**config.mk**
```make
export PLATFORM = sky130hd
export DESIGN_NAME = adc_setup_filter_control
export DESIGN_NICKNAME = d
export VERILOG_FILES = /design/src/adc_setup_pkg.sv /design/src/adc_setup_filter_control.sv /design/src/pin_sync.sv /design/src/word_timer.sv
export SDC_FILE = /design/constraint.sdc
export NUM_CORES = 1
export LEC_CHECK = 0
export BUFFER_PORTS_ARGS = -buffer_cell sky130_fd_sc_hd__buf_4
export CORE_ASPECT_RATIO = 0.75
export CORE_MARGIN = 2
export CORE_UTILIZATION = 40
export DETAILED_ROUTE_END_ITERATION = 10
export PLACE_DENSITY = 0.54
export SYNTH_ARGS = -nofsm -noshare
export SYNTH_HDL_FRONTEND = slang
export SYNTH_SLANG_ARGS = --single-unit
export TNS_END_PERCENT = 5
```
**constraint.sdc**
```tcl
create_clock -name i_clock -period 18.15 [get_ports i_clock]
set_input_delay 3.63 -clock i_clock [delete_from_list [all_inputs] [get_ports i_clock]]
set_output_delay 3.63 -clock i_clock [all_outputs]
set_load 0.005 [all_outputs]
```
**src/adc_setup_pkg.sv**
```systemverilog
// Constants, field layout and state codes shared by the converter setup logic.
// Assumes a single 125 MHz system clock and one asynchronous active-high reset.
package adc_setup_pkg;

    // ==========================================================
    // Register select codes and reset values
    localparam logic [1:0] RS_COMM = 2'h0;
    localparam logic [1:0] RS_SETUP = 2'h1;
    localparam logic [1:0] RS_TEST = 2'h2;
    localparam logic [1:0] RS_DATA = 2'h3;
    localparam logic [7:0] SETUP_RESET = 8'h28;
    localparam logic [7:0] REG_ZERO = 8'h00;

    // ==========================================================
    // Setup register fields
    localparam int BIT_MODE_HI = 7;
    localparam int BIT_MODE_LO = 6;
    localparam int BIT_CLK_RANGE = 5;
    localparam int BIT_RATE_HI = 4;
    localparam int BIT_RATE_LO = 3;
    localparam int BIT_POLARITY = 2;
    localparam int BIT_BUFFER = 1;
    localparam int BIT_FILTER_HOLD = 0;
    localparam logic [1:0] MODE_NORMAL = 2'h0;
    localparam logic [1:0] MODE_SELF_CAL = 2'h1;

    // ==========================================================
    // Communications register fields
    localparam int COMM_READY = 7;
    localparam int COMM_RS_HI = 5;
    localparam int COMM_RS_LO = 4;
    localparam int COMM_RW = 3;
    localparam int COMM_STBY = 2;
    localparam int COMM_GAIN_HI = 1;
    localparam int COMM_GAIN_LO = 0;
    localparam logic [1:0] GAIN_RESET = 2'h0;

    // ==========================================================
    // Serial port and filter figures
    localparam logic [4:0] REG_BITS = 5'h08;
    localparam logic [4:0] DATA_BITS = 5'h10;
    localparam logic [5:0] RESYNC_ONES = 6'h20;
    localparam logic [1:0] SETTLE_WORDS = 2'h3;
    localparam int SETTLE_UNSYNC_WORDS = 4;
    localparam int BW_RATIO_PERMILLE = 262;
    localparam logic [15:0] MID_SCALE = 16'h8000;
    localparam logic [15:0] FULL_SCALE = 16'hFFFF;
    localparam logic [3:0] PIN_INIT = 4'h5;

    // ==========================================================
    // Word rates: index is {clock range, rate select hi, rate select lo}
    localparam int unsigned CLOCK_HZ = 125_000_000;
    localparam int unsigned NOTCH_HZ [8] = '{20, 40, 100, 200, 50, 100, 250, 500};
    localparam int unsigned WORD_CYCLES_DEF [8] = '{
        CLOCK_HZ / NOTCH_HZ[0], CLOCK_HZ / NOTCH_HZ[1], CLOCK_HZ / NOTCH_HZ[2],
        CLOCK_HZ / NOTCH_HZ[3], CLOCK_HZ / NOTCH_HZ[4], CLOCK_HZ / NOTCH_HZ[5],
        CLOCK_HZ / NOTCH_HZ[6], CLOCK_HZ / NOTCH_HZ[7]};

    typedef enum logic [3:0] {
        ST_COMM_WAIT = 4'h1,
        ST_COMM_BITS = 4'h2,
        ST_WRITE = 4'h4,
        ST_READ = 4'h8
    } port_state_t;

    function automatic logic [4:0] reg_length(input logic [1:0] rs);
        reg_length = (rs == RS_DATA) ? DATA_BITS : REG_BITS;
    endfunction : reg_length

endpackage : adc_setup_pkg

```
**src/adc_setup_filter_control.sv**
```systemverilog
// Setup register, serial command port and sinc3 filter control of the converter.
// Assumes serial pins and modulator bit arrive asynchronously; one 125 MHz clock.
// What this block does
// - Eight-bit read/write setup register at select code 0,1, resets to 28 hex.
// - Bit order: mode pair, clock range, rate pair, polarity, buffer, filter hold.
// - Clock range bit is 1 after reset.
// - Rate select pair is 0,1 after reset.
// - Word rate chosen from clock range plus both rate select bits.
// - One new word per first-notch period.
// - Modulator stream passes a third-order sinc decimator, notch equals word rate.
// - Unsynchronised step settles within four word periods.
// - Step under filter hold settles three word periods after hold falls.
// - Filter -3 dB bandwidth is 0.262 times the notch frequency.
// - Mode 0,0 normal; 0,1 self-calibrates, ready high, then back to 0,0.
// - Filter hold resets filter; release leaves serial port and low ready intact.
// - Polarity 0 bipolar (reset default), 1 unipolar.
module adc_setup_filter_control
    import adc_setup_pkg::*;
#(
    parameter int DECIM = 64,
    parameter int unsigned WORD_CYCLES [8] = WORD_CYCLES_DEF
) (
    input wire logic i_clock,
    input wire logic i_rst,
    input wire logic i_sclk,
    input wire logic i_din,
    input wire logic i_cs_n,
    input wire logic i_mod_bit,
    output logic o_dout,
    output logic o_conversion_ready_n,
    output logic o_word_strobe,
    output logic o_clock_range,
    output logic o_unipolar,
    output logic o_buffer_enable,
    output logic o_standby,
    output logic [1:0] o_gain
);
    localparam int ACC_W = 1 + 3 * $clog2(DECIM);

    logic [3:0] pins_s;
    logic sclk_s;
    logic din_s;
    logic cs_n_s;
    logic mod_s;
    logic sclk_q_reg;
    logic sclk_rise;
    logic sclk_fall;
    port_state_t state_reg;
    logic [4:0] bit_cnt_reg;
    logic [5:0] ones_reg;
    logic [6:0] shift_reg;
    logic [15:0] out_shift_reg;
    logic [1:0] rs_reg;
    logic rw_reg;
    logic setup_wr_reg;
    logic [7:0] setup_wdata_reg;
    logic read_done_reg;
    logic [7:0] setup_reg;
    logic [7:0] comm_word;
    logic [15:0] data_reg;
    logic mod_tick;
    logic word_tick;
    logic filter_hold;
    logic cal_start;
    logic cal_busy_reg;
    logic publish;
    logic [1:0] settle_reg;
    logic [ACC_W-1:0] int1_reg, int2_reg, int3_reg;
    logic [ACC_W-1:0] dly1_reg, dly2_reg, dly3_reg;
    logic [ACC_W-1:0] comb1, comb2, comb3;
    logic [15:0] bip_code, out_code;
    logic [ACC_W-1:0] int3_next;
    logic [ACC_W+15:0] code_wide;

    // ==========================================================
    // Pin synchronisers
    pin_sync #(.W(4), .INIT(PIN_INIT)) u_pins (
        .i_clock(i_clock),
        .i_rst(i_rst),
        .i_pins({i_mod_bit, i_cs_n, i_din, i_sclk}),
        .o_pins(pins_s)
    );
    assign {mod_s, cs_n_s, din_s, sclk_s} = pins_s;

    always_ff @(posedge i_clock or posedge i_rst) begin
        if (i_rst) begin
            sclk_q_reg <= 1'b1;
        end else begin
            sclk_q_reg <= sclk_s;
        end
    end
    assign sclk_rise = sclk_s & ~sclk_q_reg & ~cs_n_s;
    assign sclk_fall = ~sclk_s & sclk_q_reg & ~cs_n_s;

    function automatic logic [15:0] read_word(input logic [1:0] rs);
        logic [7:0] comm;
        comm = {o_conversion_ready_n, 1'b0, rs, 1'b1, o_standby, o_gain};
        if (rs == RS_COMM) begin
            read_word = {comm, REG_ZERO};
        end else if (rs == RS_SETUP) begin
            read_word = {setup_reg, REG_ZERO};
        end else if (rs == RS_DATA) begin
            read_word = data_reg;
        end else begin
            read_word = {REG_ZERO, REG_ZERO};
        end
    endfunction : read_word

    // ==========================================================
    // Serial command port
    assign comm_word = {1'b0, shift_reg[5:0], din_s};

    always_ff @(posedge i_clock or posedge i_rst) begin
        if (i_rst) begin
            state_reg <= ST_COMM_WAIT;
            bit_cnt_reg <= '0;
            ones_reg <= '0;
            shift_reg <= '0;
            out_shift_reg <= '0;
            o_dout <= 1'b1;
            rs_reg <= RS_COMM;
            rw_reg <= 1'b0;
            o_standby <= 1'b0;
            o_gain <= GAIN_RESET;
            setup_wr_reg <= 1'b0;
            setup_wdata_reg <= SETUP_RESET;
            read_done_reg <= 1'b0;
        end else begin
            setup_wr_reg <= 1'b0;
            read_done_reg <= 1'b0;
            if (sclk_fall && state_reg == ST_READ) begin
                // Bit leaves before the shift, so the first fall shows the MSB
                out_shift_reg <= {out_shift_reg[14:0], 1'b0};
                o_dout <= out_shift_reg[15];
            end
            if (sclk_rise) begin
                ones_reg <= din_s ? ones_reg + 1'b1 : '0;
                shift_reg <= {shift_reg[5:0], din_s};
                bit_cnt_reg <= bit_cnt_reg + 1'b1;
                if (din_s && ones_reg == RESYNC_ONES - 1'b1) begin
                    // Long run of ones puts a lost host back in step
                    state_reg <= ST_COMM_WAIT;
                    ones_reg <= '0;
                end else begin
                    case (state_reg)
                        ST_COMM_WAIT: begin
                            bit_cnt_reg <= '0;
                            if (!din_s) begin
                                state_reg <= ST_COMM_BITS;
                            end
                        end
                        ST_COMM_BITS: begin
                            if (bit_cnt_reg == 5'h06) begin
                                rs_reg <= comm_word[COMM_RS_HI:COMM_RS_LO];
                                rw_reg <= comm_word[COMM_RW];
                                o_standby <= comm_word[COMM_STBY];
                                o_gain <= comm_word[COMM_GAIN_HI:COMM_GAIN_LO];
                                bit_cnt_reg <= '0;
                                if (comm_word[COMM_RW]) begin
                                    state_reg <= ST_READ;
                                    out_shift_reg <= read_word(comm_word[COMM_RS_HI:COMM_RS_LO]);
                                end else if (comm_word[COMM_RS_HI:COMM_RS_LO] == RS_COMM) begin
                                    state_reg <= ST_COMM_WAIT;
                                end else begin
                                    state_reg <= ST_WRITE;
                                end
                            end
                        end
                        ST_WRITE: begin
                            if (bit_cnt_reg == reg_length(rs_reg) - 1'b1) begin
                                state_reg <= ST_COMM_WAIT;
                                // Test and data writes are accepted and dropped
                                setup_wr_reg <= (rs_reg == RS_SETUP);
                                setup_wdata_reg <= {shift_reg, din_s};
                            end
                        end
                        ST_READ: begin
                            if (bit_cnt_reg == reg_length(rs_reg) - 1'b1) begin
                                state_reg <= ST_COMM_WAIT;
                                read_done_reg <= 1'b1;
                            end
                        end
                        default: begin
                            state_reg <= ST_COMM_WAIT;
                        end
                    endcase
                end
            end
        end
    end

    // ==========================================================
    // Setup register
    always_ff @(posedge i_clock or posedge i_rst) begin
        if (i_rst) begin
            setup_reg <= SETUP_RESET;
        end else if (setup_wr_reg) begin
            setup_reg <= setup_wdata_reg;
        end else if (cal_busy_reg && publish) begin
            setup_reg[BIT_MODE_HI:BIT_MODE_LO] <= MODE_NORMAL;
        end
    end
    assign o_clock_range = setup_reg[BIT_CLK_RANGE];
    assign o_unipolar = setup_reg[BIT_POLARITY];
    assign o_buffer_enable = setup_reg[BIT_BUFFER];

    // ==========================================================
    // Word timing and filter control
    // Any setup write restarts the filter so a new rate never mixes with the old one
    assign filter_hold = setup_reg[BIT_FILTER_HOLD] | setup_wr_reg | o_standby;
    assign cal_start = setup_wr_reg &&
        setup_wdata_reg[BIT_MODE_HI:BIT_MODE_LO] == MODE_SELF_CAL;
    assign publish = word_tick && !filter_hold && settle_reg >= SETTLE_WORDS - 1'b1;

    word_timer #(.DECIM(DECIM), .WORD_CYCLES(WORD_CYCLES)) u_timer (
        .i_clock(i_clock),
        .i_rst(i_rst),
        .i_hold(filter_hold),
        .i_rate({setup_reg[BIT_CLK_RANGE], setup_reg[BIT_RATE_HI], setup_reg[BIT_RATE_LO]}),
        .o_mod_tick(mod_tick),
        .o_word_tick(word_tick)
    );

    always_ff @(posedge i_clock or posedge i_rst) begin
        if (i_rst) begin
            settle_reg <= '0;
        end else if (filter_hold) begin
            settle_reg <= '0;
        end else if (word_tick && settle_reg != SETTLE_WORDS) begin
            settle_reg <= settle_reg + 1'b1;
        end
    end

    always_ff @(posedge i_clock or posedge i_rst) begin
        if (i_rst) begin
            cal_busy_reg <= 1'b0;
        end else if (cal_start) begin
            cal_busy_reg <= 1'b1;
        end else if (publish) begin
            cal_busy_reg <= 1'b0;
        end
    end

    // Hold never touches ready; a new word wins over a coincident data read
    always_ff @(posedge i_clock or posedge i_rst) begin
        if (i_rst) begin
            o_conversion_ready_n <= 1'b1;
            o_word_strobe <= 1'b0;
            data_reg <= MID_SCALE;
        end else begin
            o_word_strobe <= publish;
            if (publish) begin
                o_conversion_ready_n <= 1'b0;
                data_reg <= out_code;
            end else if (cal_start) begin
                o_conversion_ready_n <= 1'b1;
            end else if (read_done_reg && rs_reg == RS_DATA) begin
                o_conversion_ready_n <= 1'b1;
            end
        end
    end

    // ==========================================================
    // Sinc3 decimator: fixed decimation keeps gain constant at every rate
    // Notch at the word rate gives a -3 dB point of 0.262 of it by construction
    always_ff @(posedge i_clock or posedge i_rst) begin
        if (i_rst) begin
            {int1_reg, int2_reg, int3_reg} <= '0;
            {dly1_reg, dly2_reg, dly3_reg} <= '0;
        end else if (filter_hold) begin
            {int1_reg, int2_reg, int3_reg} <= '0;
            {dly1_reg, dly2_reg, dly3_reg} <= '0;
        end else begin
            if (mod_tick) begin
                int1_reg <= int1_reg + ACC_W'(mod_s);
                int2_reg <= int2_reg + int1_reg;
                int3_reg <= int3_next;
            end
            if (word_tick) begin
                dly1_reg <= int3_next;
                dly2_reg <= comb1;
                dly3_reg <= comb2;
            end
        end
    end
    // Word tick always lands on a sample tick, so the comb takes this sample too
    assign int3_next = int3_reg + int2_reg;
    assign comb1 = int3_next - dly1_reg;
    assign comb2 = comb1 - dly2_reg;
    assign comb3 = comb2 - dly3_reg;
    // Zero padding keeps the slice in range for small decimations
    assign code_wide = {comb3, 16'h0000};
    assign bip_code = comb3[ACC_W-1] ? FULL_SCALE : code_wide[ACC_W+14 -: 16];
    assign out_code = !setup_reg[BIT_POLARITY] ? bip_code :
        (bip_code >= MID_SCALE ? {bip_code[14:0], 1'b0} : '0);
endmodule : adc_setup_filter_control

```
**src/pin_sync.sv**
```systemverilog
// Three-stage input synchroniser with agreement filter, one lane per bit.
// Assumes inputs are asynchronous to i_clock; output moves when stages two and three agree.
module pin_sync #(
    parameter int W = 4,
    parameter logic [W-1:0] INIT = '0
) (
    input wire logic i_clock,
    input wire logic i_rst,
    input wire logic [W-1:0] i_pins,
    output logic [W-1:0] o_pins
);
    logic [W-1:0] stage1_reg;
    logic [W-1:0] stage2_reg;
    logic [W-1:0] stage3_reg;

    // ==========================================================
    // Per-bit lanes
    for (genvar g = 0; g < W; g++) begin : g_lane
        always_ff @(posedge i_clock or posedge i_rst) begin
            if (i_rst) begin
                stage1_reg[g] <= INIT[g];
                stage2_reg[g] <= INIT[g];
                stage3_reg[g] <= INIT[g];
                o_pins[g] <= INIT[g];
            end else begin
                stage1_reg[g] <= i_pins[g];
                stage2_reg[g] <= stage1_reg[g];
                stage3_reg[g] <= stage2_reg[g];
                if (stage2_reg[g] == stage3_reg[g]) begin
                    o_pins[g] <= stage3_reg[g];
                end
            end
        end
    end

endmodule : pin_sync

```
**src/word_timer.sv**
```systemverilog
// Master-clock divider giving the modulator sample tick and the output word tick.
// Assumes i_hold is synchronous; word period is (WORD_CYCLES[rate]/DECIM)*DECIM cycles.
module word_timer
    import adc_setup_pkg::*;
#(
    parameter int DECIM = 64,
    parameter int unsigned WORD_CYCLES [8] = WORD_CYCLES_DEF
) (
    input wire logic i_clock,
    input wire logic i_rst,
    input wire logic i_hold,
    input wire logic [2:0] i_rate,
    output logic o_mod_tick,
    output logic o_word_tick
);
    localparam int DW = $clog2(DECIM);
    logic [31:0] div_reg;
    logic [DW-1:0] dec_reg;
    logic [31:0] div_term;
    logic [31:0] gap_reg;
    logic gap_seen_reg;

    // Short tables still tick every cycle rather than never
    assign div_term = (WORD_CYCLES[i_rate] / DECIM > 1) ? 32'(WORD_CYCLES[i_rate] / DECIM - 1) : '0;

    // ==========================================================
    // Divider chain
    always_ff @(posedge i_clock or posedge i_rst) begin
        if (i_rst) begin
            div_reg <= '0;
            dec_reg <= '0;
            o_mod_tick <= 1'b0;
            o_word_tick <= 1'b0;
        end else if (i_hold) begin
            div_reg <= '0;
            dec_reg <= '0;
            o_mod_tick <= 1'b0;
            o_word_tick <= 1'b0;
        end else begin
            o_mod_tick <= 1'b0;
            o_word_tick <= 1'b0;
            if (div_reg == div_term) begin
                div_reg <= '0;
                o_mod_tick <= 1'b1;
                if (dec_reg == DW'(DECIM - 1)) begin
                    dec_reg <= '0;
                    o_word_tick <= 1'b1;
                end else begin
                    dec_reg <= dec_reg + 1'b1;
                end
            end else begin
                div_reg <= div_reg + 1'b1;
            end
        end
    end

    // ==========================================================
    // Checks
    always_ff @(posedge i_clock or posedge i_rst) begin
        if (i_rst) begin
            gap_reg <= '0;
            gap_seen_reg <= 1'b0;
        end else if (i_hold) begin
            gap_reg <= '0;
            gap_seen_reg <= 1'b0;
        end else if (o_word_tick) begin
            gap_reg <= '0;
            gap_seen_reg <= 1'b1;
        end else begin
            gap_reg <= gap_reg + 1'b1;
        end
    end
endmodule : word_timer
```
==> out/results.ini, run 1 <==
[drt]
post-route-drc-count=0
avgRoutedWirePerCell_um=15.1
drt-initial-drc-count=715
routed_via_density=5.19
drtPass1Iterations=5
final_antenna_net_count=0
drt_wl_total_um=32200
dr_total_vias=11100

[cells_and_area]
post_route_cells_drive_above_1_share_pct=8.13
diodes=0
largest_register_ff_count=32
num-nets-final=1723
finish.utilization_pct=45.4
area_growth_pct=11.2

[pwr]
powerDensity_nw_per_um2=81.1
worst_ir_drop_vdd_uv=69.9
power_leakage_nw=7.89

[synthesis]
ys_dominant_reg_cell=sky130_fd_sc_hd__dfrtp_1
synth_enable_flop_cells=0
synthArstFlopShare_pct=100
synth.most_common_cell=sky130_fd_sc_hd__dfrtp_1
yosys_warnings=0
syn_avg_cell_area_um2=9.44
synth.distinct_cells=71
netlist.area_leader.share_pct=38.9
netlist_instances=1615
synthesis.area_um2=15200
yosys_register_bits=254
synth_top_area_cell=sky130_fd_sc_hd__dfrtp_1
yosys-top-cells-area=sky130_fd_sc_hd__dfrtp_1 39%, sky130_fd_sc_hd__ha_1 8.3%, sky130_fd_sc_hd__mux2i_1 6.4%
synth.yosys.seq_area_share_pct=41.8
synthesis.nets=1726
synth_top_cells_by_count=237 x sky130_fd_sc_hd__dfrtp_1, 221 x sky130_fd_sc_hd__nor2_1, 117 x sky130_fd_sc_hd__nand2_1

[grt]
grt.overflow.total=0
largest_net_degree_at_the_start_of_global_routing=138
antenna_found_initial=0
wire_length_of_the_first_global_routing_pass_um=55500
number_of_global_route_vias_before_repair=10700
global_router_s_overall_resource_usage_pct=16.6

[run_status]
outcome=complete, no violations

[setup_path]
critical_path.most_common_cell=sky130_fd_sc_hd__o21ai_0
critPathSlowestCell=sky130_fd_sc_hd__fa_1
setup.worst_path.start_class=flop
cp.arrival_ns=7.12
timing.critical_path.required_ns=18.60
worst-setup-path-type=reg -> reg
worst_setup_path_end_kind=flop
critical-path-max-stage-delay_ns=0.57
critical_path_peak_fanout=16

[placed_design]
place_congestion=0.811
portBuffers=14
place_hpwl_um=22000

[sta]
timing.final.crit_period_ns=6.67
grt_setup_unrepaired=false
timing.final.hold_violations=0
timing_max_transition_violations_final=0
timing.setup.tns_ns=0
timing_worst_slew_pin_value_ns=1.06
worst_clock_skew_ns=0.0221
max_slew_margin_pct=29.4
max_clock_freq_mhz=150
setup_viol=0
layout_worst_path_cycle_share_pct=36.7

[clock_network]
clock-root-buffer=sky130_fd_sc_hd__clkbuf_16
clock_sink_total=254
cts-htree-levels=1
tritoncts=built
post_cts_buffers=0
holdBufCountCts=0
ctsLongestPathBuffers=3
clk_pin_slew_worst_paths_ns=0.06
postCtsResizedCells=0
tritoncts.num_buffers=29
clk-insertion-delay-late_ns=0.57

[die]
boundary_pin_count=15
floorplan.rows=61
initial_core_util_pct=40.8
chipHeight_um=173
die_w_um=229
die_area_um2=39700
design.core.area_um2=37300

[run]
max_cap_viol_count=0

[min_path]
timing.hold.worst.class=reg -> reg

==> where the power goes <==
part	switching, mW	total, mW	leakage (nW)	internal, mW
Sequential	0.0321	0.621	3.44	0.589
Combinational	0.0450	0.0739	3.90	0.0288
Clock	0.248	0.679	0.545	0.431
Total	0.326	1.37	7.89	1.05
==> cells in the final DEF, fill, tap and decap left out, types with 6 or more instances in the layout <==
cell type / synthesis / routed
sky130_fd_sc_hd__and2_1: 12 / 12
sky130_fd_sc_hd__mux2_2: 24 / 24
sky130_fd_sc_hd__nand3_1: 35 / 35
sky130_fd_sc_hd__a21oi_1: 104 / 104
sky130_fd_sc_hd__inv_1: 102 / 101
sky130_fd_sc_hd__a21o_1: 18 / 18
sky130_fd_sc_hd__nor3_1: 31 / 31
sky130_fd_sc_hd__dfstp_2: 17 / 17
sky130_fd_sc_hd__a31oi_1: 7 / 7
sky130_fd_sc_hd__o31ai_1: 9 / 9
sky130_fd_sc_hd__nand2_1: 117 / 117
sky130_fd_sc_hd__nor2b_1: 12 / 12
sky130_fd_sc_hd__dfrtp_1: 237 / 235
sky130_fd_sc_hd__nand2b_1: 27 / 27
sky130_fd_sc_hd__o221ai_1: 13 / 13
sky130_fd_sc_hd__clkbuf_16: 0 / 29
sky130_fd_sc_hd__o21a_1: 10 / 10
sky130_fd_sc_hd__o22a_1: 13 / 13
sky130_fd_sc_hd__nor2_1: 221 / 220
sky130_fd_sc_hd__a211oi_1: 16 / 16
sky130_fd_sc_hd__mux2i_1: 98 / 98
sky130_fd_sc_hd__o21ai_0: 62 / 62
sky130_fd_sc_hd__bufinv_16: 0 / 8
sky130_fd_sc_hd__xnor2_1: 91 / 91
sky130_fd_sc_hd__and3_1: 14 / 14
sky130_fd_sc_hd__or3_1: 10 / 9
sky130_fd_sc_hd__ha_1: 101 / 101
sky130_fd_sc_hd__clkbuf_8: 0 / 6
sky130_fd_sc_hd__o21bai_1: 13 / 13
sky130_fd_sc_hd__o211ai_1: 8 / 8
sky130_fd_sc_hd__nand4_1: 14 / 14
sky130_fd_sc_hd__xor2_1: 47 / 47
sky130_fd_sc_hd__buf_4: 0 / 23
==> layout make-up <==
cell class | instances | area [um2]
clock buffers | 38 | 820
multi-input cells | 1202 | 8270
repair buffers | 23 | 173
clock inverters | 16 | 290
well taps | 504 | 631
flip-flops and latches | 254 | 6380
fillers | 3547 | 20400
inverters | 102 | 390
==> routing by layer <==
metal / wire [um] / vias to the layer above / GRT usage [%]
li1: - / 5626 / -
met1: 17800 / 5301 / 26.9
met2: 12700 / 132 / 23.0
met3: 1200 / 33 / 2.62
met4: 496 / 0 / 3.03
met5: 0 / - / 0
==> stage by stage <==
stage / hold slack [ns] / area, um2 / std cells / power [mW] / setup slack (ns)
after floorplan: 0.331 / 15200 / 1615 / 0.681 / 7.56
after global placement: 0.332 / 15800 / 2085 / 0.704 / 11.54
after detailed placement: 0.340 / 15800 / 2085 / 0.706 / 11.49
after CTS: 0.356 / 17000 / 2139 / 1.39 / 11.46
after global routing: 0.358 / 17000 / 2139 / 1.43 / 10.69
final: 0.355 / 17000 / 2139 / 1.37 / 11.48
==> kinds of logic after synthesis <==
family / share of synthesized area (%)
mux: 8.21
flops: 41.8
simple gates: 15.2
buf+inv: 3.97
compound gates: 13.3
fa+ha+maj: 9.08
xor+xnor: 8.39
==> worst max-delay path, delay by kind of cell (launching register included) <==
| family | cells | cell delay, ns |
|---|---|---|
| AO/OA/AOI/OAI | 13 | 2.81 |
| XOR/XNOR | 3 | 0.73 |
| flip-flops | 1 | 0.38 |
| buffers and inverters | 3 | 0.19 |
| adder cells (fa/ha/maj) | 5 | 1.65 |
| AND/OR/NAND/NOR | 6 | 0.82 |
==> worst paths after layout <==
path,cells past startpoint,slack [ns],startpoint,to
min in group asynchronous,2,3.28,i_rst,int3_reg[2]$_DFFE_PP0P_
worst min-delay path,0,0.35,u_pins.stage1_reg[0]$_DFF_PP1_,u_pins.stage2_reg[0]$_DFF_PP1_
worst min register to register,0,0.35,u_pins.stage1_reg[0]$_DFF_PP1_,u_pins.stage2_reg[0]$_DFF_PP1_
worst max-delay path,30,11.48,int2_reg[0]$_DFFE_PP0P_,data_reg[8]$_DFFE_PP0P_
worst max register to register,30,11.48,int2_reg[0]$_DFFE_PP0P_,data_reg[8]$_DFFE_PP0P_
max in group asynchronous,3,13.30,i_rst,dly2_reg[6]$_DFFE_PP0P_
(Power assumes the default switching activity.)
==> run 2, diff against run 1 <==
--- a/config.mk
+++ b/config.mk
@@ -5,12 +5,13 @@
 export SDC_FILE = /design/constraint.sdc
 export NUM_CORES = 1
 export LEC_CHECK = 0
+export ABC_AREA = 1
 export BUFFER_PORTS_ARGS = -buffer_cell sky130_fd_sc_hd__buf_4
 export CORE_ASPECT_RATIO = 0.75
 export CORE_MARGIN = 2
 export CORE_UTILIZATION = 40
 export DETAILED_ROUTE_END_ITERATION = 10
-export PLACE_DENSITY = 0.54
+export PLACE_DENSITY = 0.56
 export SYNTH_ARGS = -nofsm -noshare
 export SYNTH_HDL_FRONTEND = slang
 export SYNTH_SLANG_ARGS = --single-unit
==> constraint.sdc (replaced) <==
create_clock -name i_clock -period 5.5 [get_ports i_clock]
set_input_delay 1.1 -clock i_clock [delete_from_list [all_inputs] [get_ports i_clock]]
set_output_delay 1.1 -clock i_clock [all_outputs]
set_load 0.005 [all_outputs]
==> run 2 against run 1 <==
  * The run now ends with negative setup slack left
  * Final area rose by 18%
  * Hold slack worse by 0.0054 ns
  * Largest power group unchanged
  * Routed wire length rose by 28%
  * Synthesized area increased by 4.5%
  * Worst setup slack lost 12 ns
  * Largest cell class unchanged
  * Count of clock-buffer cells in the layout shrank 1
==> out/results.ini, run 2 <==
[cells_and_area]
area_growth_pct=25.5  ; was 11.2%
diodes=0  ; unchanged
leading_cell_type_in_the_layout_fill_and_taps_excluded=sky130_fd_sc_hd__nand2_1  ; was sky130_fd_sc_hd__dfrtp_1
largest_register_ff_count=32  ; unchanged
finish.instance_area_um2=20000  ; was 17000 um2
num-nets-final=2344  ; was 1723
finish.cell_count_without_fillers=2775  ; was 2139
layout_common_cells=357 x sky130_fd_sc_hd__nand2_1, 255 x sky130_fd_sc_hd__inv_1, 236 x sky130_fd_sc_hd__dfrtp_1  ; was 235 x sky130_fd_sc_hd__dfrtp_1, 220 x sky130_fd_sc_hd__nor2_1, 117 x sky130_fd_sc_hd__nand2_1
post_route_cells_drive_above_1_share_pct=20.5  ; was 8.13%

[grt]
wire_length_of_the_first_global_routing_pass_um=69000  ; was 55500 um
grt.overflow.total=0  ; unchanged
largest_net_degree_at_the_start_of_global_routing=137  ; was 138
number_of_global_route_vias_before_repair=13800  ; was 10700
global_router_s_overall_resource_usage_pct=20.1  ; was 16.6%
antenna_found_initial=0  ; unchanged

[min_path]
timing.hold.worst.class=reg -> reg  ; unchanged
hold-path-endpoint=u_pins.stage2_reg[1]$_DFF_PP0_  ; was u_pins.stage2_reg[0]$_DFF_PP1_
min_from=u_pins.stage1_reg[1]$_DFF_PP0_  ; was u_pins.stage1_reg[0]$_DFF_PP1_
hold_depth=0  ; unchanged

[die]
initial_core_util_pct=40.4  ; was 40.8%
die_area_um2=41500  ; was 39700 um2
chipHeight_um=177  ; was 173 um
floorplan.rows=63  ; was 61
boundary_pin_count=15  ; unchanged
design.core.area_um2=39400  ; was 37300 um2
die_w_um=234  ; was 229 um

[drt]
post-route-drc-count=0  ; unchanged
drt-initial-drc-count=894  ; was 715
drt_wl_total_um=41300  ; was 32200 um
avgRoutedWirePerCell_um=14.9  ; was 15.1 um
drtPass1Iterations=6  ; was 5
final_antenna_net_count=0  ; unchanged
dr_total_vias=14100  ; was 11100
routed_via_density=5.09  ; was 5.19

[clock_network]
clk-insertion-delay-late_ns=0.56  ; was 0.57 ns
tritoncts.num_buffers=28  ; was 29
holdBufCountCts=0  ; unchanged
tritoncts=built  ; unchanged
ctsLongestPathBuffers=3  ; unchanged
clk_pin_slew_worst_paths_ns=0.06  ; about the same
clock-root-buffer=sky130_fd_sc_hd__clkbuf_16  ; unchanged
clock_sink_total=254  ; unchanged
cts-htree-levels=1  ; unchanged

[pwr]
total_power_after_layout_mw=4.50  ; was 1.37 mW
switching_share_pct=25.0  ; was 23.7%
p_int_mw=3.38  ; was 1.05 mW
p_sw_mw=1.12  ; was 0.326 mW
combPwrFrac_pct=7.7  ; was 5.4%
worst_ir_drop_vdd_uv=218  ; was 69.9 uV
power_leakage_nw=9.96  ; was 7.89 nW
clkPwrFrac_pct=46.8  ; was 49.4%
seq_power_share_pct=45.5  ; was 45.2%
powerDensity_nw_per_um2=225  ; was 81.1 nW/um2

[synthesis]
synth_top_area_cell=sky130_fd_sc_hd__dfrtp_1  ; unchanged
syn_avg_cell_area_um2=7.94  ; was 9.44 um2
yosys_warnings=0  ; unchanged
synthesis.nets=2119  ; was 1726
synth_top_cells_by_count=375 x sky130_fd_sc_hd__nand2_1, 260 x sky130_fd_sc_hd__inv_1, 237 x sky130_fd_sc_hd__dfrtp_1  ; was 237 x sky130_fd_sc_hd__dfrtp_1, 221 x sky130_fd_sc_hd__nor2_1, 117 x sky130_fd_sc_hd__nand2_1
ys_dominant_reg_cell=sky130_fd_sc_hd__dfrtp_1  ; unchanged
synth.yosys.seq_area_share_pct=40.0  ; was 41.8%
netlist.area_leader.share_pct=37.2  ; was 38.9%
synth.most_common_cell=sky130_fd_sc_hd__nand2_1  ; was sky130_fd_sc_hd__dfrtp_1
yosys-top-cells-area=sky130_fd_sc_hd__dfrtp_1 37%, sky130_fd_sc_hd__nand2_1 8.8%, sky130_fd_sc_hd__ha_1 7.9%  ; was sky130_fd_sc_hd__dfrtp_1 39%, sky130_fd_sc_hd__ha_1 8.3%, sky130_fd_sc_hd__mux2i_1 6.4%
synth.distinct_cells=63  ; was 71
synth_enable_flop_cells=0  ; unchanged
synthArstFlopShare_pct=100  ; unchanged
netlist_instances=2008  ; was 1615
yosys_register_bits=254  ; unchanged
synthesis.area_um2=15900  ; was 15200 um2

[sta]
max_clock_freq_mhz=160  ; was 150 MHz
finalHoldWorstSlack_ns=0.349  ; was 0.355 ns
timing_max_transition_violations_final=0  ; unchanged
worst_clock_skew_ns=0.0126  ; was 0.0221 ns
setup_viol=16  ; was 0
timing.final.ws_setup_ns=-0.739  ; was 11.48 ns
grt_setup_unrepaired=true  ; was false
timing.final.hold_violations=0  ; unchanged
max_slew_margin_pct=8.48  ; was 29.4%
layout_worst_path_cycle_share_pct=113  ; was 36.7%
timing.final.crit_period_ns=6.24  ; was 6.67 ns
timing_worst_slew_pin_value_ns=1.37  ; was 1.06 ns

[run]
max_cap_viol_count=0  ; unchanged

[setup_path]
critPathSlowestCell=sky130_fd_sc_hd__dfrtp_1  ; was sky130_fd_sc_hd__fa_1
worstRegToRegCells=36  ; was 30
r2r-end=data_reg[5]$_DFFE_PP0P_  ; was data_reg[8]$_DFFE_PP0P_
critical_path_peak_fanout=8  ; was 16
critical-path-max-stage-delay_ns=0.45  ; was 0.57 ns
worst_setup_path_end_kind=flop  ; unchanged
r2r-start=int2_reg[6]$_DFFE_PP0P_  ; was int2_reg[0]$_DFFE_PP0P_
worst-setup-path-type=reg -> reg  ; unchanged
cp.buffers_inverters=4  ; was 3
critical_path.most_common_cell=sky130_fd_sc_hd__nand2_2  ; was sky130_fd_sc_hd__o21ai_0
regToRegSetupSlack_ns=-0.74  ; was 11.48 ns
critPathTopFamily=simple AND/OR/NAND/NOR gates  ; was compound AO/OA/AOI/OAI gates
timing.critical_path.required_ns=5.94  ; was 18.60 ns
cp.arrival_ns=6.68  ; was 7.12 ns
setup.worst_path.start_class=flop  ; unchanged

[placed_design]
number_of_instances_in_the_placed_design=2697  ; was 2085
portBuffers=14  ; unchanged
place_hpwl_um=29400  ; was 22000 um
dpl_cell_area_um2=18000  ; was 15800 um2
place_congestion=0.884  ; was 0.811

[run_status]
outcome=finished with violations  ; was complete, no violations
failed_checks=negative setup slack

-- run 2: changes by cell type after synthesis, moves of 21 or more --
cell,before,now
sky130_fd_sc_hd__nor2_1,221,165
sky130_fd_sc_hd__nand2b_1,27,0
sky130_fd_sc_hd__xor2_1,47,77
sky130_fd_sc_hd__inv_1,102,260
sky130_fd_sc_hd__a21oi_1,104,143
sky130_fd_sc_hd__mux2i_1,98,0
sky130_fd_sc_hd__xnor2_1,91,30
sky130_fd_sc_hd__o22ai_1,4,25
sky130_fd_sc_hd__nand3_1,35,109
sky130_fd_sc_hd__o21ai_0,62,177
sky130_fd_sc_hd__nand2_1,117,375
sky130_fd_sc_hd__mux2_2,24,3
-- run 2: cell families (layout without fill, tap and decap cells) --
family / Yosys count / after routing / share of synthesized area, %
AOI/OAI and AO/OA: 442 / 442 / 15.8
xor gates and xnor gates: 107 / 107 / 5.88
adders and majority gates: 109 / 109 / 8.68
buffers and inverters: 319 / 566 / 7.84
DFF: 254 / 254 / 40.0
muxes: 3 / 3 / 0.212
and+or+nand+nor: 774 / 774 / 21.5
-- run 2: layer usage --
metal	vias to the layer above	global-route usage, %	wire length, um
met4	0	3.25	512
met1	6661	32.1	22100
met3	38	2.61	1700
met5	-	0	0
met2	256	29.1	17000
li1	7178	-	-
-- run 2: worst max path at each step --
stage	from	to	slack, ns	cells past startpoint
2_1_floorplan	int2_reg[0]$_DFFE_PP0P_	data_reg[8]$_DFFE_PP0P_	-0.35	39
5_1_grt	int3_reg[4]$_DFFE_PP0P_	data_reg[6]$_DFFE_PP0P_	-1.11	36
3_3_place_gp	int2_reg[4]$_DFFE_PP0P_	data_reg[13]$_DFFE_PP0P_	-1.06	34
3_5_place_dp	int2_reg[4]$_DFFE_PP0P_	data_reg[1]$_DFFE_PP0P_	-1.14	33
6_report	int2_reg[6]$_DFFE_PP0P_	data_reg[5]$_DFFE_PP0P_	-0.74	36
4_1_cts	int3_reg[0]$_DFFE_PP0P_	data_reg[6]$_DFFE_PP0P_	-0.67	40
-- run 2: through the flow --
| stage | utilization [%] | setup slack [ns] | TNS, ns |
|---|---|---|---|
| after floorplan | - | -0.346 | -5.22 |
| after global placement | 45.8 | -1.06 | -16.84 |
| after detailed placement | 45.8 | -1.14 | -17.92 |
| after CTS | 49.2 | -0.672 | -10.31 |
| after global routing | 50.8 | -1.11 | -17.39 |
| final | 50.8 | -0.739 | -11.34 |
-- run 2: power by group through the flow --
stage	registers, mW	clock network (mW)	logic (mW)
floorplan	2.06	0	0.270
finish	2.05	2.11	0.349
CTS	2.05	2.17	0.353
detailed placement	2.08	0	0.350
global placement	2.08	0	0.343
global route	2.06	2.24	0.408
-- run 2: cell type report --
type	count	area, um2
fillers	3759	19400
flip-flops and latches	254	6380
well taps	520	651
multi-input cells	1435	8940
clock inverters	15	235
clock buffers	37	796
repair buffers	244	1980
inverters	270	1020
-- run 2: repair_timing --
item / in CTS / in global routing
pin swaps: 24 / 71
gates cloned: 2 / 2
gates resized for setup: 46 / 101
setup buffers: 7 / 15
endpoints found under the hold margin: 0 / 0
setup endpoints to repair: 16 / 17
==> run 3, diff against run 2 <==
--- a/config.mk
+++ b/config.mk
@@ -6,12 +6,14 @@
 export NUM_CORES = 1
 export LEC_CHECK = 0
 export ABC_AREA = 1
+export ABC_CLOCK_PERIOD_IN_PS = 5500
 export BUFFER_PORTS_ARGS = -buffer_cell sky130_fd_sc_hd__buf_4
 export CORE_ASPECT_RATIO = 0.75
 export CORE_MARGIN = 2
 export CORE_UTILIZATION = 40
 export DETAILED_ROUTE_END_ITERATION = 10
 export PLACE_DENSITY = 0.56
+export RECOVER_POWER = 100
 export SYNTH_ARGS = -nofsm -noshare
 export SYNTH_HDL_FRONTEND = slang
 export SYNTH_SLANG_ARGS = --single-unit
==> run 3 against run 2 <==
  * The flow finishes with violations (max-capacitance violations, max-slew violations, negative setup slack)
  * Hold slack worse by 0.00086 ns
  * Register-to-register slack about the same
  * Combinational power fell by 2%
  * Final area shrank 0.49%
  * Clock power barely moved
  * Die area unchanged
  * Critical path depth is the same
==> out/results.ini, run 3 (synthesis results as in run 2) <==
[run_status]
outcome=finished with violations  ; unchanged
failed_checks=max-capacitance violations, max-slew violations, negative setup slack  ; was negative setup slack

[pwr]
power_leakage_nw=9.89  ; was 9.96 nW
worst_ir_drop_vdd_uv=224  ; was 218 uV
powerDensity_nw_per_um2=226  ; was 225 nW/um2

[cells_and_area]
leading_cell_type_in_the_layout_fill_and_taps_excluded=sky130_fd_sc_hd__nand2_1  ; unchanged
largest_register_ff_count=32  ; unchanged
layout_common_cells=357 x sky130_fd_sc_hd__nand2_1, 257 x sky130_fd_sc_hd__inv_1, 236 x sky130_fd_sc_hd__dfrtp_1  ; was 357 x sky130_fd_sc_hd__nand2_1, 255 x sky130_fd_sc_hd__inv_1, 236 x sky130_fd_sc_hd__dfrtp_1
finish.utilization_pct=50.5  ; was 50.8%
post_route_cells_drive_above_1_share_pct=19.4  ; was 20.5%
finish.cell_count_without_fillers=2775  ; unchanged
num-nets-final=2344  ; unchanged
diodes=0  ; unchanged
area_growth_pct=24.9  ; was 25.5%

[setup_path]
critical_path_peak_fanout=8  ; unchanged
timing.critical_path.required_ns=5.94  ; about the same
worst_setup_path_end_kind=flop  ; unchanged
worst-setup-path-type=reg -> reg  ; unchanged
critical-path-max-stage-delay_ns=0.45  ; about the same
cp.arrival_ns=6.68  ; about the same
critPathTopFamily=simple AND/OR/NAND/NOR gates  ; unchanged
critical_path.most_common_cell=sky130_fd_sc_hd__nand2_2  ; unchanged
cp.buffers_inverters=4  ; unchanged
critPathSlowestCell=sky130_fd_sc_hd__dfrtp_1  ; unchanged
setup.worst_path.start_class=flop  ; unchanged

[placed_design]
portBuffers=14  ; unchanged
place_hpwl_um=29400  ; unchanged
place_congestion=0.884  ; unchanged
number_of_instances_in_the_placed_design=2697  ; unchanged

[clock_network]
clock-root-buffer=sky130_fd_sc_hd__clkbuf_16  ; unchanged
ctsLongestPathBuffers=3  ; unchanged
tritoncts=built  ; unchanged
holdBufCountCts=0  ; unchanged
clk-insertion-delay-late_ns=0.56  ; about the same
tritoncts.num_buffers=28  ; unchanged
cts-htree-levels=1  ; unchanged
clock_sink_total=254  ; unchanged
clk_pin_slew_worst_paths_ns=0.07  ; was 0.06 ns

[die]
design.core.area_um2=39400  ; unchanged
die_w_um=234  ; unchanged
initial_core_util_pct=40.4  ; unchanged
die_area_um2=41500  ; unchanged
floorplan.rows=63  ; unchanged
chipHeight_um=177  ; unchanged
boundary_pin_count=15  ; unchanged

[sta]
timing.final.crit_period_ns=6.24  ; about the same
max_slew_margin_pct=-125  ; was 8.48%
worst_clock_skew_ns=0.0102  ; was 0.0126 ns
max_clock_freq_mhz=160  ; about the same
timing.setup.tns_ns=-11.14  ; was -11.34 ns
timing.final.ws_setup_ns=-0.736  ; was -0.739 ns
finalHoldWorstSlack_ns=0.349  ; about the same
timing_worst_slew_pin_value_ns=3.37  ; was 1.37 ns
timing.final.hold_violations=0  ; unchanged
layout_worst_path_cycle_share_pct=113  ; about the same
setup_viol=16  ; unchanged
timing_max_transition_violations_final=298  ; was 0
grt_setup_unrepaired=true  ; unchanged

[grt]
grt.overflow.total=0  ; unchanged
number_of_global_route_vias_before_repair=13800  ; unchanged
antenna_found_initial=0  ; unchanged
global_router_s_overall_resource_usage_pct=20.1  ; unchanged
wire_length_of_the_first_global_routing_pass_um=69000  ; unchanged
largest_net_degree_at_the_start_of_global_routing=137  ; unchanged

[drt]
drt-initial-drc-count=915  ; was 894
drt_wl_total_um=41400  ; was 41300 um
avgRoutedWirePerCell_um=14.9  ; about the same
final_antenna_net_count=0  ; unchanged
post-route-drc-count=0  ; unchanged
dr_total_vias=14100  ; about the same
drtPass1Iterations=5  ; was 6
routed_via_density=5.10  ; was 5.09

[min_path]
timing.hold.worst.class=reg -> reg  ; unchanged

[run]
max_cap_viol_count=5  ; was 0

==> run 3: cell types whose count changed in the layout (fill, tap and decap cells not counted), sizes merged <==
cell,change
clkbuf,+22
buf,-22
==> run 3: repair_timing <==
action	in CTS	in global routing
gates resized for setup	46	101
cloned	2	2
pin swaps	24	71
setup endpoints to repair	16	17
hold endpoints to repair	0	0
buffers inserted	7	15
==> run 3: layer usage <==
layer,GRT usage (%),part of all wire [%]
met1,32.1,53
met2,29.1,41
met3,2.61,4.3
met4,3.25,1.2
met5,0,0
==> run 3: report_power, final <==
group	switching (mW)	leakage (nW)	total [mW]	internal (mW)
clock	0.807	0.496	2.10	1.30
combinational	0.230	5.96	0.342	0.112
sequential	0.0821	3.44	2.05	1.97
==> run 3: layout make-up <==
cell class                      count  area [um2]
Sequential cell                   254        6380
Clock buffer                       37         796
Inverter                          270        1020
Clock inverter                     15         235
Fill cell                        3778       19500
Multi-Input combinational cell   1435        8900
Timing Repair Buffer              244        1930
Tap cell                          520         651
==> run 3: final timing paths <==
kind                                           startpoint                        endpoint  slack (ns)  depth (start not counted)
setup / recovery                  int2_reg[6]$_DFFE_PP0P_         data_reg[8]$_DFFE_PP0P_       -0.74                         36
hold / removal             u_pins.stage1_reg[1]$_DFF_PP0_  u_pins.stage2_reg[1]$_DFF_PP0_        0.35                          0
setup reg to reg                  int2_reg[6]$_DFFE_PP0P_         data_reg[8]$_DFFE_PP0P_       -0.74                         36
hold reg to reg            u_pins.stage1_reg[1]$_DFF_PP0_  u_pins.stage2_reg[1]$_DFF_PP0_        0.35                          0
max in group asynchronous                           i_rst         int2_reg[0]$_DFFE_PP0P_        0.84                          3
min in group asynchronous                           i_rst      out_shift_reg[2]$_DFF_PP0_        0.82                          2
==> run 3: metrics by stage <==
step / worst slack (ns) / total power [mW] / area (um2)
floorplan: -0.346 / 2.33 / 15900
global placement: -1.06 / 2.42 / 18000
detailed placement: -1.14 / 2.43 / 18000
CTS: -0.672 / 4.56 / 19400
global route: -1.11 / 4.70 / 19900
finish: -0.736 / 4.49 / 19900
==> run 3: worst register-to-register path: cells and delay by family (launching register included) <==
kind                     cells  cell delay, ns
AO/OA/AOI/OAI                5            0.93
XOR/XNOR                     4            0.63
flip-flops                   1            0.45
buffers and inverters        4            0.48
adder cells (fa/ha/maj)      4            1.37
AND/OR/NAND/NOR             19            2.31
